$ cat config.mk
export PLATFORM = sky130hd
export DESIGN_NAME = adc_acquisition_sequencer
export DESIGN_NICKNAME = d
export VERILOG_FILES = /design/src/rtl/adc_seq_pkg.sv /design/src/rtl/adc_acquisition_sequencer.sv /design/src/rtl/adc_result_reg.sv
export SDC_FILE = /design/constraint.sdc
export NUM_CORES = 1
export LEC_CHECK = 0
export BUFFER_PORTS_ARGS = -buffer_cell sky130_fd_sc_hd__buf_2
export CORE_MARGIN = 5
export CORE_UTILIZATION = 49
export CTS_CLUSTER_SIZE = 30
export DETAILED_ROUTE_END_ITERATION = 10
export PLACE_DENSITY = 0.8
export SETUP_SLACK_MARGIN = 0.02
export SYNTH_ARGS = -nofsm -noshare
export SYNTH_HDL_FRONTEND = slang
export SYNTH_SLANG_ARGS = --single-unit
$ cat constraint.sdc
create_clock -name clk -period 2.4 [get_ports clk]
set_clock_uncertainty 0.15 [all_clocks]
set_input_delay 0.36 -clock clk [delete_from_list [all_inputs] [get_ports clk]]
set_output_delay 0.36 -clock clk [all_outputs]
set_load 0.01 [all_outputs]
$ cat src/rtl/adc_seq_pkg.sv
// package: constants and types for the acquisition sequencer
//------------------------------------------------------------
// Behaviour
// - done flag goes low when conversion ends and result is ready
// - read starts on read strobe falling edge with select low; data driven
// - internal mode: write rising edge captures byte, starts acquisition then conversion
// - external mode: first write starts acquisition, a later write with mode bit 0 ends it, starts conversion
// - mode bit 0: track from write edge, hold after 6 conversion clocks
// - mode bit 1: track until a later write with mode bit 0
// - each conversion yields a 12-bit result presented on the bus
// - internal timing at 2 MHz clock sustains 100 ksps
// - conversion lasts 12 conversion clocks in every mode
// - done flag returns high on first read or a new write
// - a write during conversion aborts it and restarts acquisition
// - select high: strobes ignored, data bus released
//------------------------------------------------------------
package adc_seq_pkg;
  localparam int unsigned RESULT_W      = 12;
  localparam int unsigned CFG_W         = 8;
  localparam int unsigned ACQ_MODE_POS  = 5;
  localparam int unsigned RANGE_POS     = 4;
  localparam int unsigned POLARITY_POS  = 3;
  localparam int unsigned PWR_HI_POS    = 7;
  localparam int unsigned PWR_LO_POS    = 6;
  localparam logic [3:0]  ACQ_CYCLES    = 4'h6;
  localparam logic [3:0]  CONV_CYCLES   = 4'hC;
  localparam logic [7:0]  CFG_RESET     = 8'h00;
  localparam logic [1:0]  PWR_MASK_HI   = 2'h3;
  localparam logic [7:0]  CFG_KEEP_MASK = 8'h3F;
  localparam logic [11:0] RESULT_RESET  = 12'h000;

  typedef enum logic [1:0] {
    ST_IDLE = 2'b00,
    ST_ACQ  = 2'b01,
    ST_EXT  = 2'b10,
    ST_CONV = 2'b11
  } seq_state_t;

  typedef struct packed {
    logic cs_n;
    logic wr_n;
    logic rd_n;
  } bus_ctl_t;
endpackage : adc_seq_pkg

$ cat src/rtl/adc_acquisition_sequencer.sv
// sequencer for acquisition, conversion and result reads
`timescale 1ns/10ps
module adc_acquisition_sequencer (
  // clock and reset
  input  wire logic                  clk,
  input  wire logic                  rst,
  // host bus strobes
  input  adc_seq_pkg::bus_ctl_t      bus_ctl,
  input  wire logic [7:0]            data_in,
  output logic      [11:0]           data_out,
  output logic                       data_oe,
  // conversion clock tick and analog core
  input  wire logic                  conv_tick,
  input  wire logic [11:0]           sar_result,
  // status
  output logic                       done_n,
  output logic                       track,
  output logic                       converting,
  output logic      [7:0]            cfg
);
  //----------------------------------------
  // strobe edges
  //----------------------------------------
  logic wr_q;
  logic rd_q;
  logic wr_rise;
  logic rd_fall;
  assign wr_rise = bus_ctl.wr_n & ~wr_q & ~bus_ctl.cs_n;
  assign rd_fall = ~bus_ctl.rd_n & rd_q & ~bus_ctl.cs_n;

  //----------------------------------------
  // sequencer
  //----------------------------------------
  adc_seq_pkg::seq_state_t state;
  adc_seq_pkg::seq_state_t next_state;
  logic [3:0]  cnt;
  logic [3:0]  next_cnt;
  logic [7:0]  next_cfg;
  logic        next_done_n;
  logic        next_oe;
  logic        load;
  logic        next_track;
  logic        next_conv;
  logic [11:0] held;
  logic        mode_bit;
  assign mode_bit = data_in[adc_seq_pkg::ACQ_MODE_POS];

  always_comb begin
    next_state  = state;
    next_cnt    = cnt;
    next_cfg    = cfg;
    next_done_n = done_n;
    load        = 1'b0;
    if (wr_rise) begin
      next_done_n = 1'b1;
      next_cnt    = 4'h0;
      if (state == adc_seq_pkg::ST_EXT) begin
        // only power bits take the new byte; a terminating write also clears the mode bit
        next_cfg = (cfg & adc_seq_pkg::CFG_KEEP_MASK) |
                   (data_in & ~adc_seq_pkg::CFG_KEEP_MASK);
        next_state = mode_bit ? adc_seq_pkg::ST_EXT : adc_seq_pkg::ST_CONV;
        if (!mode_bit) begin
          next_cfg[adc_seq_pkg::ACQ_MODE_POS] = 1'b0;
        end
      end else begin
        next_cfg   = data_in;
        next_state = mode_bit ? adc_seq_pkg::ST_EXT : adc_seq_pkg::ST_ACQ;
      end
    end else begin
      unique case (state)
        adc_seq_pkg::ST_IDLE: begin
        end
        adc_seq_pkg::ST_EXT: begin
        end
        adc_seq_pkg::ST_ACQ: begin
          if (conv_tick) begin
            if (cnt == adc_seq_pkg::ACQ_CYCLES - 4'h1) begin
              next_cnt   = 4'h0;
              next_state = adc_seq_pkg::ST_CONV;
            end else begin
              next_cnt = cnt + 4'h1;
            end
          end
        end
        adc_seq_pkg::ST_CONV: begin
          if (conv_tick) begin
            if (cnt == adc_seq_pkg::CONV_CYCLES - 4'h1) begin
              next_cnt    = 4'h0;
              next_state  = adc_seq_pkg::ST_IDLE;
              load        = 1'b1;
              next_done_n = 1'b0;
            end else begin
              next_cnt = cnt + 4'h1;
            end
          end
        end
      endcase
      if (rd_fall && !load) begin
        next_done_n = 1'b1;
      end
    end
    next_oe    = ~bus_ctl.cs_n & ~bus_ctl.rd_n;
    next_track = (next_state == adc_seq_pkg::ST_ACQ) || (next_state == adc_seq_pkg::ST_EXT);
    next_conv  = (next_state == adc_seq_pkg::ST_CONV);
  end

  always_ff @(posedge clk) begin
    if (rst) begin
      state      <= adc_seq_pkg::ST_IDLE;
      cnt        <= 4'h0;
      cfg        <= adc_seq_pkg::CFG_RESET;
      done_n     <= 1'b1;
      wr_q       <= 1'b1;
      rd_q       <= 1'b1;
      data_oe    <= 1'b0;
      track      <= 1'b0;
      converting <= 1'b0;
    end else begin
      state      <= next_state;
      cnt        <= next_cnt;
      cfg        <= next_cfg;
      done_n     <= next_done_n;
      wr_q       <= bus_ctl.wr_n;
      rd_q       <= bus_ctl.rd_n;
      data_oe    <= next_oe;
      track      <= next_track;
      converting <= next_conv;
    end
  end

  //----------------------------------------
  // result storage and read data
  //----------------------------------------
  adc_result_reg u_result (
    .clk       (clk),
    .rst       (rst),
    .load      (load),
    .load_data (sar_result),
    .held      (held)
  );
  always_ff @(posedge clk) begin
    if (rst) begin
      data_out <= adc_seq_pkg::RESULT_RESET;
    end else begin
      data_out <= held;
    end
  end

  //----------------------------------------
  // checks
  //----------------------------------------
  chk_oe_select: assert property (@(posedge clk) disable iff (rst)
    bus_ctl.cs_n |=> !data_oe) else $error("bus driven while deselected");
  chk_read_drive: assert property (@(posedge clk) disable iff (rst)
    (!bus_ctl.cs_n && !bus_ctl.rd_n) |=> data_oe) else $error("read not driven");
  chk_done_low: assert property (@(posedge clk) disable iff (rst)
    load |=> !done_n) else $error("done flag not low");
  chk_write_clear: assert property (@(posedge clk) disable iff (rst)
    wr_rise |=> done_n) else $error("done not cleared by write");
  chk_read_clear: assert property (@(posedge clk) disable iff (rst)
    (rd_fall && !load && !wr_rise) |=> done_n) else $error("done not cleared by read");
  chk_int_acq: assert property (@(posedge clk) disable iff (rst)
    (wr_rise && !mode_bit && state != adc_seq_pkg::ST_EXT) |=> track)
    else $error("acquisition not started");
  chk_ext_hold: assert property (@(posedge clk) disable iff (rst)
    (wr_rise && mode_bit) |=> (track && !converting)) else $error("ext track lost");
  chk_ext_end: assert property (@(posedge clk) disable iff (rst)
    (wr_rise && !mode_bit && state == adc_seq_pkg::ST_EXT) |=> converting)
    else $error("ext conversion not started");
  chk_abort_conv: assert property (@(posedge clk) disable iff (rst)
    (wr_rise && converting && !mode_bit) |=> (track && !converting))
    else $error("conversion not aborted");
  chk_result_load: assert property (@(posedge clk) disable iff (rst)
    load |=> ##1 (data_out == $past(sar_result, 2))) else $error("result not presented");
  chk_conv_len: assert property (@(posedge clk) disable iff (rst)
    (state == adc_seq_pkg::ST_CONV && conv_tick && !wr_rise &&
     cnt == (adc_seq_pkg::CONV_CYCLES - 4'h1)) |=> !converting)
    else $error("conversion length wrong");
  cov_done: cover property (@(posedge clk) disable iff (rst) $fell(done_n));
  cov_ext: cover property (@(posedge clk) disable iff (rst) wr_rise && mode_bit);
  cov_read: cover property (@(posedge clk) disable iff (rst) rd_fall && !done_n);
endmodule : adc_acquisition_sequencer

$ cat src/rtl/adc_result_reg.sv
// result holding register with registered read data
`timescale 1ns/10ps
module adc_result_reg (
  // clock and reset
  input  wire logic        clk,
  input  wire logic        rst,
  // write side
  input  wire logic        load,
  input  wire logic [11:0] load_data,
  // read side
  output logic      [11:0] held
);
  //----------------------------------------
  // storage
  //----------------------------------------
  logic [11:0] next_held;
  always_comb begin
    next_held = held;
    if (load) begin
      next_held = load_data;
    end
  end
  always_ff @(posedge clk) begin
    if (rst) begin
      held <= adc_seq_pkg::RESULT_RESET;
    end else begin
      held <= next_held;
    end
  end
endmodule : adc_result_reg

==> impl_metrics.yaml, run 1 <==
timing:
  fmax_mhz: 535
  rsz0062_at_grt: "false"
  final.setup.tns_ps: 0
  min_period_ps: 1870
  holdWs_ps: 48.7
  fin_ws_ps: 530
  tightest_slew_ps: 668
  finalSetupViolations: 0
  fin_crit_sh_pct: 77.9
  drv_slew: 0
  hold_viol_final: 0
  relSlewSlack_pct: 55.5
floorplanning:
  dieArea_um2: 4570
  die-height_um: 67.6
  io_pins: 50
  rows: 21
  die_w_um: 67.6
  core_area_um2: 3280
  start_util_pct: 49.5
synthesis:
  synth.avg_cell_area_um2: 9.09
  ys_seq_elements: 44
  synth_compound_area_share_pct: 11.3
  yosys-mux-area-fraction_pct: 0.923
  syn-num-nets: 208
  ys_seq_area_share_pct: 54.2
  synth_area_um2: 1630
  synth-simple-area-share_pct: 28.0
  synthAdderAreaFrac_pct: 2.31
  yosysWarnings: 0
  synth_flop_cell: "dfxtp_1"
  synth_xor_xnor_area_share_pct: 0
  synth_edf_count: 0
  synth-async-reset-ratio_pct: 0
  synth_top_family_by_area: "simple AND/OR/NAND/NOR gates"
  ys_types: 30
  syn_inst: 179
cts:
  numCtsBuffers: 5
  clock_latency_ps: 350
  htreeDepth: 2
  clk_pin_slew_ps: 120
  cts-root-buf: "clkbuf_4"
  ctsHoldBuffers: 0
  post-cts-setup-buffers: 0
  clock-sinks: 44
  post_cts_resized: 0
  cts_buffer_depth: 2
  cts_tree: "built"
finish:
  antenna_cells: 0
  fin_nets: 257
  drive_gt1_share_pct: 30.1
  synthToLayoutAreaGrowth_pct: 22.2
global_route:
  grtUsageTotal_pct: 15.0
  grt_pass1_vias: 1161
  grt-ovfl-total: 0
  grt_max_degree: 41
  antenna_found_initial: 0
  grt_pass1_wl_um: 5060
worst_setup_path:
  worstRegToRegCells: 6
  slowest_stage: "dfxtp_1"
  r2r_slack_ps: 530
  cp_common_cell: "ha_1"
  r2r-end: "track"
  crit_start: "cnt[0]"
  cp-endpoint: "track"
  cp_data_required_time_ps: 2480
  path_max_fanout: 6
  r2r-start: "cnt[0]"
  criticalPathCategory: "reg2reg"
  critPathArrivalTime_ps: 1940
  cp_cell_sequence: "ha_1 > nand4b_4 > a211oi_1 > o21ai_1 > ha_1 > nor2b_1"
  endpoint_kind: "flop"
  cp-start-kind: "flop"
  cp_slowest_stage_delay_ps: 410
power:
  seqPwrFrac_pct: 57.1
  leakagePower_nw: 0.849
  powerDensity_nw_per_um2: 659
  power.switching_mw: 0.286
  clkPwrFrac_pct: 37.1
  power_frac_comb_pct: 5.8
  peakVddDrop_uv: 529
  intPower_mw: 1.02
  p_sw_share_pct: 21.8
place:
  io_buffers: 49
  place_hpwl_um: 2180
  gp_congestion: 0.819
  place_ws_ps: 437
drt:
  num_vias: 1322
  avgViaCountPerCell: 4.81
  wirelength_um: 3090
  first_pass_iters: 4
  avgRoutedWirePerCell_um: 11.2
  ant_nets: 0
  drc: 0
  first_iter_violations: 85
hold_path:
  hp-class: "in2reg"
run_status:
  status: "finished clean"
job:
  maxCapViolCount: 0
-- synthesized netlist by cell type (all sizes together) (3+ instances only) --
library cell | n | share of area, %
buf | 3 | 1.5
nand3 | 7 | 2.2
nor3 | 4 | 1.5
ha | 3 | 2.3
nor2 | 9 | 2.1
clkbuf | 6 | 1.4
dfxtp | 44 | 54
nand2 | 40 | 9.5
o21ai | 4 | 1.2
nor2b | 15 | 5.8
a21oi | 22 | 6.8
a211oi | 3 | 1.4
-- logic make-up (layout without fill, tap and decap cells) --
kind of cell,after synthesis,after routing
simple gates,87,87
fa+ha+maj,3,3
mux,1,1
compound gates,33,33
buf+inv,11,61
flops,44,44
-- cell type report --
class / instances / area, µm²
well taps: 46 / 57.6
multi-input cells: 124 / 692
inverters: 2 / 7.51
repair buffers: 51 / 260
clock inverters: 2 / 38.8
clock buffers: 6 / 51.3
flip-flops and latches: 44 / 881
fillers: 291 / 1300
-- flip-flops by register name, indices dropped and copies added, names as in the netlist, 2 cells and up --
signal and count:
cfg 8, cnt 4, state 2, u_result.held 12
data_out 12
-- through the flow --
step	total power, mW	utilization, %	cell area (µm²)	instances
after detailed placement	0.841	57.8	1900	267
final	1.31	60.5	1990	275
after floorplan	0.804	-	1630	179
after CTS	1.33	60.5	1990	275
after global placement	0.840	57.8	1900	267
after global routing	1.36	60.5	1990	275
-- layout by cell type (no fill, tap or decap), types with 2 or more instances in the layout --
| cell | instances |
|---|---|
| nor2_1 | 9 |
| nor3_1 | 3 |
| dfxtp_1 | 44 |
| nand2_2 | 2 |
| nand2_1 | 38 |
| nand3_1 | 7 |
| inv_1 | 2 |
| nand3b_1 | 2 |
| ha_1 | 3 |
| nand2b_1 | 2 |
| o211ai_1 | 2 |
| or3b_1 | 2 |
| a21oi_1 | 22 |
| or2_2 | 2 |
| buf_2 | 49 |
| clkbuf_4 | 5 |
| nor2b_1 | 15 |
| o21ai_0 | 2 |
| o21ai_1 | 2 |
| a211oi_1 | 3 |
| buf_4 | 2 |
-- power groups by stage --
stage          sequential, mW  clock [mW]  combinational [mW]
2_1_floorplan           0.767           0              0.0375
3_3_place_gp            0.764           0              0.0757
5_1_grt                 0.750       0.526              0.0856
6_report                0.748       0.486              0.0758
4_1_cts                 0.748       0.500              0.0768
3_5_place_dp            0.764           0              0.0763
-- worst max-delay path: cells and delay by family (launching register included) --
family | cells | cell delay, ps
AND/OR/NAND/NOR | 2 | 280
AO/OA/AOI/OAI | 2 | 360
adder cells (fa/ha/maj) | 2 | 530
flip-flops | 1 | 410
-- how the worst min path moves through the flow --
stage                                start          endpoint  depth (start not counted)
after CTS                       bus_ctl[2]           data_oe                          2
after floorplan                 bus_ctl[2]           data_oe                          1
after detailed placement  u_result.held[1]  u_result.held[1]                          2
after global placement    u_result.held[3]  u_result.held[3]                          2
final                           bus_ctl[2]           data_oe                          2
after global routing            bus_ctl[2]           data_oe                          2
-- per-layer routing --
layer	vias up	global-route usage, %	part of all wire (%)	wire [µm]
met5	-	0	0	0
met3	10	5.99	7.9	243
met4	0	6.84	2.2	68
met1	574	16.4	44	1360
li1	697	-	-	-
met2	41	25.2	46	1410
Power figures use the tool's default switching activity.
==> run 2: changes to the inputs <==
Settings changed: CORE_UTILIZATION 49 to 45, PLACE_DENSITY 0.8 to 0.77.
Clock period 2.4 ns to 1.7 ns, I/O delays scaled along.
==> run 2 against run 1 <==
Net effect:
- the run now ends with negative setup slack left
- die area up 7.5%
- sequential cell count unchanged
- sequential power up 40%
- setup slack worse by 560 ps
- utilization up 8.0 points
- total power up 33%
- critical path depth up 2
- largest cell class unchanged
==> impl_metrics.yaml, run 2 (synthesized netlist as in run 1, its figures left out) <==
worst_setup_path:
  cp-start-kind: "flop"
  endpoint_kind: "flop"
  critPathArrivalTime_ps: 1810
  cp_data_required_time_ps: 1780
  cp_slowest_stage_delay_ps: 380
  slowest_stage: "dfxtp_4"
  cp_cell_sequence: "inv_2 > ha_4 > nand3b_1 > nor3_2 > a211oi_2 > o21ai_1 > ha_1 > nor2b_1"
  criticalPathCategory: "reg2reg"
  path_max_fanout: 4
timing:
  min_period_ps: 1730
  drv_slew: 0
  fmax_mhz: 580
  tightest_slew_ps: 450
  final.setup.tns_ps: -32.5
  hold_viol_final: 0
  fin_crit_sh_pct: 102
  rsz0062_at_grt: "true"
  relSlewSlack_pct: 70.0
  fin_ws_ps: -25.6
  finalSetupViolations: 2
place:
  place_hpwl_um: 2490
  placed_cells: 278
  place_ws_ps: -125
  io_buffers: 49
  gp_congestion: 0.777
drt:
  ant_nets: 0
  first_iter_violations: 60
  avgRoutedWirePerCell_um: 12.0
  first_pass_iters: 4
  num_vias: 1474
  drc: 0
  wirelength_um: 3720
  avgViaCountPerCell: 4.74
cts:
  clk_pin_slew_ps: 120
  htreeDepth: 2
  clock_latency_ps: 340
  cts_tree: "built"
  clock-sinks: 44
  cts-root-buf: "clkbuf_4"
  cts_buffer_depth: 2
  numCtsBuffers: 5
hold_path:
  hp-class: "in2reg"
power:
  leakagePower_nw: 0.992
  powerDensity_nw_per_um2: 743
  peakVddDrop_uv: 588
floorplanning:
  io_pins: 50
  rows: 21
  die_w_um: 70.1
  core_area_um2: 3420
  dieArea_um2: 4920
  die-height_um: 70.1
  start_util_pct: 47.6
run_status:
  status: "finished with violations"
  violations: "negative setup slack"
finish:
  synthToLayoutAreaGrowth_pct: 43.9
  final_core_util_pct: 68.5
  layout_common_cells: "49 x buf_2, 42 x dfxtp_1, 37 x nand2_1"
  layout_commonest_cell: "buf_2"
  nFillCells: 268
  stdcell_count: 311
  fin_nets: 293
  drive_gt1_share_pct: 35.8
  antenna_cells: 0
  largestRegisters: "data_out: 12 flops, u_result.held: 12 flops, cfg: 8 flops"
global_route:
  grt_pass1_wl_um: 6220
  grtUsageTotal_pct: 16.0
  grt-ovfl-total: 0
  grt_max_degree: 27
  antenna_found_initial: 0
  grt_pass1_vias: 1395
job:
  maxCapViolCount: 0
==> run 2: cell types whose count changed in the layout (fill, tap and decap cells not counted), moves of 2 or more <==
cell           delta
dlygate4sd3_1    +21
buf_4            +15
clkinvlp_4        +2
dfxtp_1           -2
dfxtp_4           +2
ha_1              -2
ha_4              +2
==> run 2: layout make-up <==
cell class,instances,area (µm²),area share (%)
inverter,2,7.51,0.321
clock buffer,6,51.3,2.19
sequential,44,888,37.9
clock inverter,2,15.0,0.641
multi-input combinational,124,738,31.5
timing repair buffer,87,583,24.9
tap,46,57.6,2.46
==> run 2: path summary, 6_finish.rpt <==
kind / from / to / slack [ps] / depth (start not counted)
worst max-delay path: cnt[1] / track / -30 / 8
worst min-delay path: bus_ctl[2] / data_oe / 20 / 3
worst max register to register: cnt[1] / track / -30 / 8
worst min register to register: u_result.held[4] / u_result.held[4] / 310 / 2
==> run 2: power by group <==
group          internal, mW  leakage [nW]  switching [mW]
logic                0.0897         0.604          0.0729
registers              1.04         0.357          0.0114
clock network         0.201        0.0305           0.322
total                  1.33         0.992           0.406
==> run 2: what timing repair did <==
| item | 4_1_cts | 5_1_grt |
|---|---|---|
| gates resized for setup | 2 | 8 |
| hold endpoints to repair | 22 | 0 |
| hold buffers | 21 | 0 |
| setup endpoints to repair | 14 | 15 |
| buffers inserted | 1 | 3 |
| pin swaps | 3 | 3 |
==> run 2: worst max-delay path: cells and delay by family (launching register included) <==
kind	cells	cell delay (ps)
AND/OR/NAND/NOR	3	430
flip-flops	1	380
adder cells (fa/ha/maj)	2	370
AO/OA/AOI/OAI	2	210
buffers and inverters	1	60
==> run 2: metrics by stage <==
| stage | power (mW) | hold WS, ps | cell area (µm²) |
|---|---|---|---|
| detailed placement | 1.20 | 293 | 2000 |
| global placement | 1.20 | 288 | 2000 |
| CTS | 1.76 | 7.51 | 2280 |
| global route | 1.83 | 24.3 | 2340 |
| finish | 1.74 | 23.2 | 2340 |
| floorplan | 1.14 | 177 | 1640 |
==> run 2: routing by layer <==
layer  track usage [%]  up-vias  share of wire [%]
met3              6.03        2                5.9
met1              17.3      673                 41
met4              5.11        0               0.64
li1                  -      768                  -
met2              28.4       31                 53
met5                 0        -                  0
==> run 3: changes to the inputs <==
Settings changed: RECOVER_POWER from default to 25.
==> run 3 against run 2 <==
Net effect:
- the run still ends with negative setup slack left
- register-to-register slack barely moved
- combinational power about the same
- sequential power about the same
- routed wire length fell by 0.19%
- largest power group unchanged
- cell count stayed put
- setup slack about the same
- largest cell class unchanged
==> impl_metrics.yaml, run 3 (synthesized netlist as in run 1, its figures left out) <==
timing:
  rsz0062_at_grt: "true"
  finalSetupViolations: 2
  fmax_mhz: 579
  tightest_slew_ps: 452
  fin_crit_sh_pct: 102
  hold_viol_final: 0
  fin_ws_ps: -25.8
  holdWs_ps: 27.1
  relSlewSlack_pct: 69.9
  drv_slew: 0
  final.setup.tns_ps: -33.0
  min_period_ps: 1730
cts:
  htreeDepth: 2
  clock-sinks: 44
  clock_latency_ps: 340
  clk_pin_slew_ps: 120
  numCtsBuffers: 5
  cts_buffer_depth: 2
  cts-root-buf: "clkbuf_4"
  cts_tree: "built"
place:
  gp_congestion: 0.777
  dpl_cell_area_um2: 2000
  place_hpwl_um: 2490
  io_buffers: 49
worst_setup_path:
  cp_data_required_time_ps: 1780
  cp_slowest_stage_delay_ps: 380
  worstRegToRegCells: 8
  endpoint_kind: "flop"
  r2r-start: "cnt[1]"
  slowest_stage: "dfxtp_4"
  critPathTopFamily: "simple AND/OR/NAND/NOR gates"
  cp_cell_sequence: "inv_2 > ha_4 > nand3b_1 > nor3_2 > a211oi_2 > o21ai_1 > ha_1 > nor2b_1"
  r2r_slack_ps: -30
  criticalPathCategory: "reg2reg"
  cp-start-kind: "flop"
  path_buf_inv: 1
  r2r-end: "track"
  path_max_fanout: 4
  critPathArrivalTime_ps: 1810
finish:
  multi_input_comb_area_um2: 738
  drive_gt1_share_pct: 35.1
  layout_commonest_cell: "buf_2"
  final_core_util_pct: 68.5
  nFillCells: 269
  synthToLayoutAreaGrowth_pct: 43.8
  largestRegisters: "data_out: 12 flops, u_result.held: 12 flops, cfg: 8 flops"
  register_area_um2: 888
  antenna_cells: 0
  fin_nets: 293
  final_cell_area_um2: 2340
  layout_common_cells: "47 x buf_2, 42 x dfxtp_1, 37 x nand2_1"
floorplanning:
  dieArea_um2: 4920
  die-height_um: 70.1
  start_util_pct: 47.6
  core_area_um2: 3420
  die_w_um: 70.1
  rows: 21
  io_pins: 50
global_route:
  antenna_found_initial: 0
  grt_pass1_wl_um: 6220
  grt_pass1_vias: 1395
  grt_max_degree: 27
  grt-ovfl-total: 0
  grtUsageTotal_pct: 16.0
drt:
  drc: 0
  avgViaCountPerCell: 4.77
  avgRoutedWirePerCell_um: 12.0
  num_vias: 1482
  ant_nets: 0
  first_iter_violations: 60
  wirelength_um: 3720
  first_pass_iters: 4
run_status:
  violations: "negative setup slack"
  status: "finished with violations"
hold_path:
  holdCritStartpoint: "bus_ctl[2]"
  holdPathEnd: "data_oe"
  hp-class: "in2reg"
  hold_depth: 3
job:
  maxCapViolCount: 0
power:
  intPower_mw: 1.33
  seqPwrFrac_pct: 60.8
  leakagePower_nw: 0.986
  clkPwrFrac_pct: 29.9
  power_frac_comb_pct: 9.3
  powerDensity_nw_per_um2: 742
  power.switching_mw: 0.403
  peakVddDrop_uv: 588
  p_sw_share_pct: 23.2
## run 3: cell type report
type	count	area share, %
timing repair buffer	87	24.8
sequential	44	38.0
clock buffer	6	2.19
inverter	2	0.321
clock inverter	2	0.642
multi-input combinational	124	31.6
tap	46	2.46
## run 3: what timing repair did
| item | in CTS | in global routing |
|---|---|---|
| hold buffers | 21 | 0 |
| setup endpoints to repair | 14 | 15 |
| gates resized for setup | 2 | 8 |
| buffers inserted | 1 | 3 |
| endpoints found under the hold margin | 22 | 0 |
| pin swaps | 3 | 3 |
## run 3: worst max path at each step
stage	end	cells after the start	start
4_1_cts	track	8	cnt[1]
2_1_floorplan	track	6	wr_q
5_1_grt	track	8	cnt[1]
3_5_place_dp	track	6	cnt[1]
3_3_place_gp	track	6	cnt[1]
6_report	track	8	cnt[1]
## run 3: power groups by stage
| stage | Clock [mW] | Sequential [mW] | Combinational (mW) |
|---|---|---|---|
| floorplan | 0 | 1.08 | 0.0545 |
| global placement | 0 | 1.08 | 0.119 |
| detailed placement | 0 | 1.08 | 0.123 |
| CTS | 0.543 | 1.06 | 0.161 |
| global route | 0.590 | 1.06 | 0.180 |
| finish | 0.519 | 1.05 | 0.162 |
## run 3: metal layers
layer / GRT usage [%] / vias up / share of wire [%]
met5: 0 / - / 0
met4: 5.11 / 0 / 1.4
met3: 6.03 / 4 / 5.9
met2: 28.4 / 33 / 52
met1: 17.3 / 677 / 41
li1: - / 768 / -
## run 3: metrics by stage
step | power [mW] | worst slack, ps | cells
CTS | 1.76 | -58.2 | 308
finish | 1.74 | -25.8 | 311
floorplan | 1.14 | 23.6 | 179
detailed placement | 1.20 | -125 | 278
global placement | 1.20 | -7.00 | 278
global route | 1.83 | -103 | 311
## run 3: tightest hold or removal path, stage by stage
cell	delay, ps
buf_2	90
buf_4	110
nor2_1	40
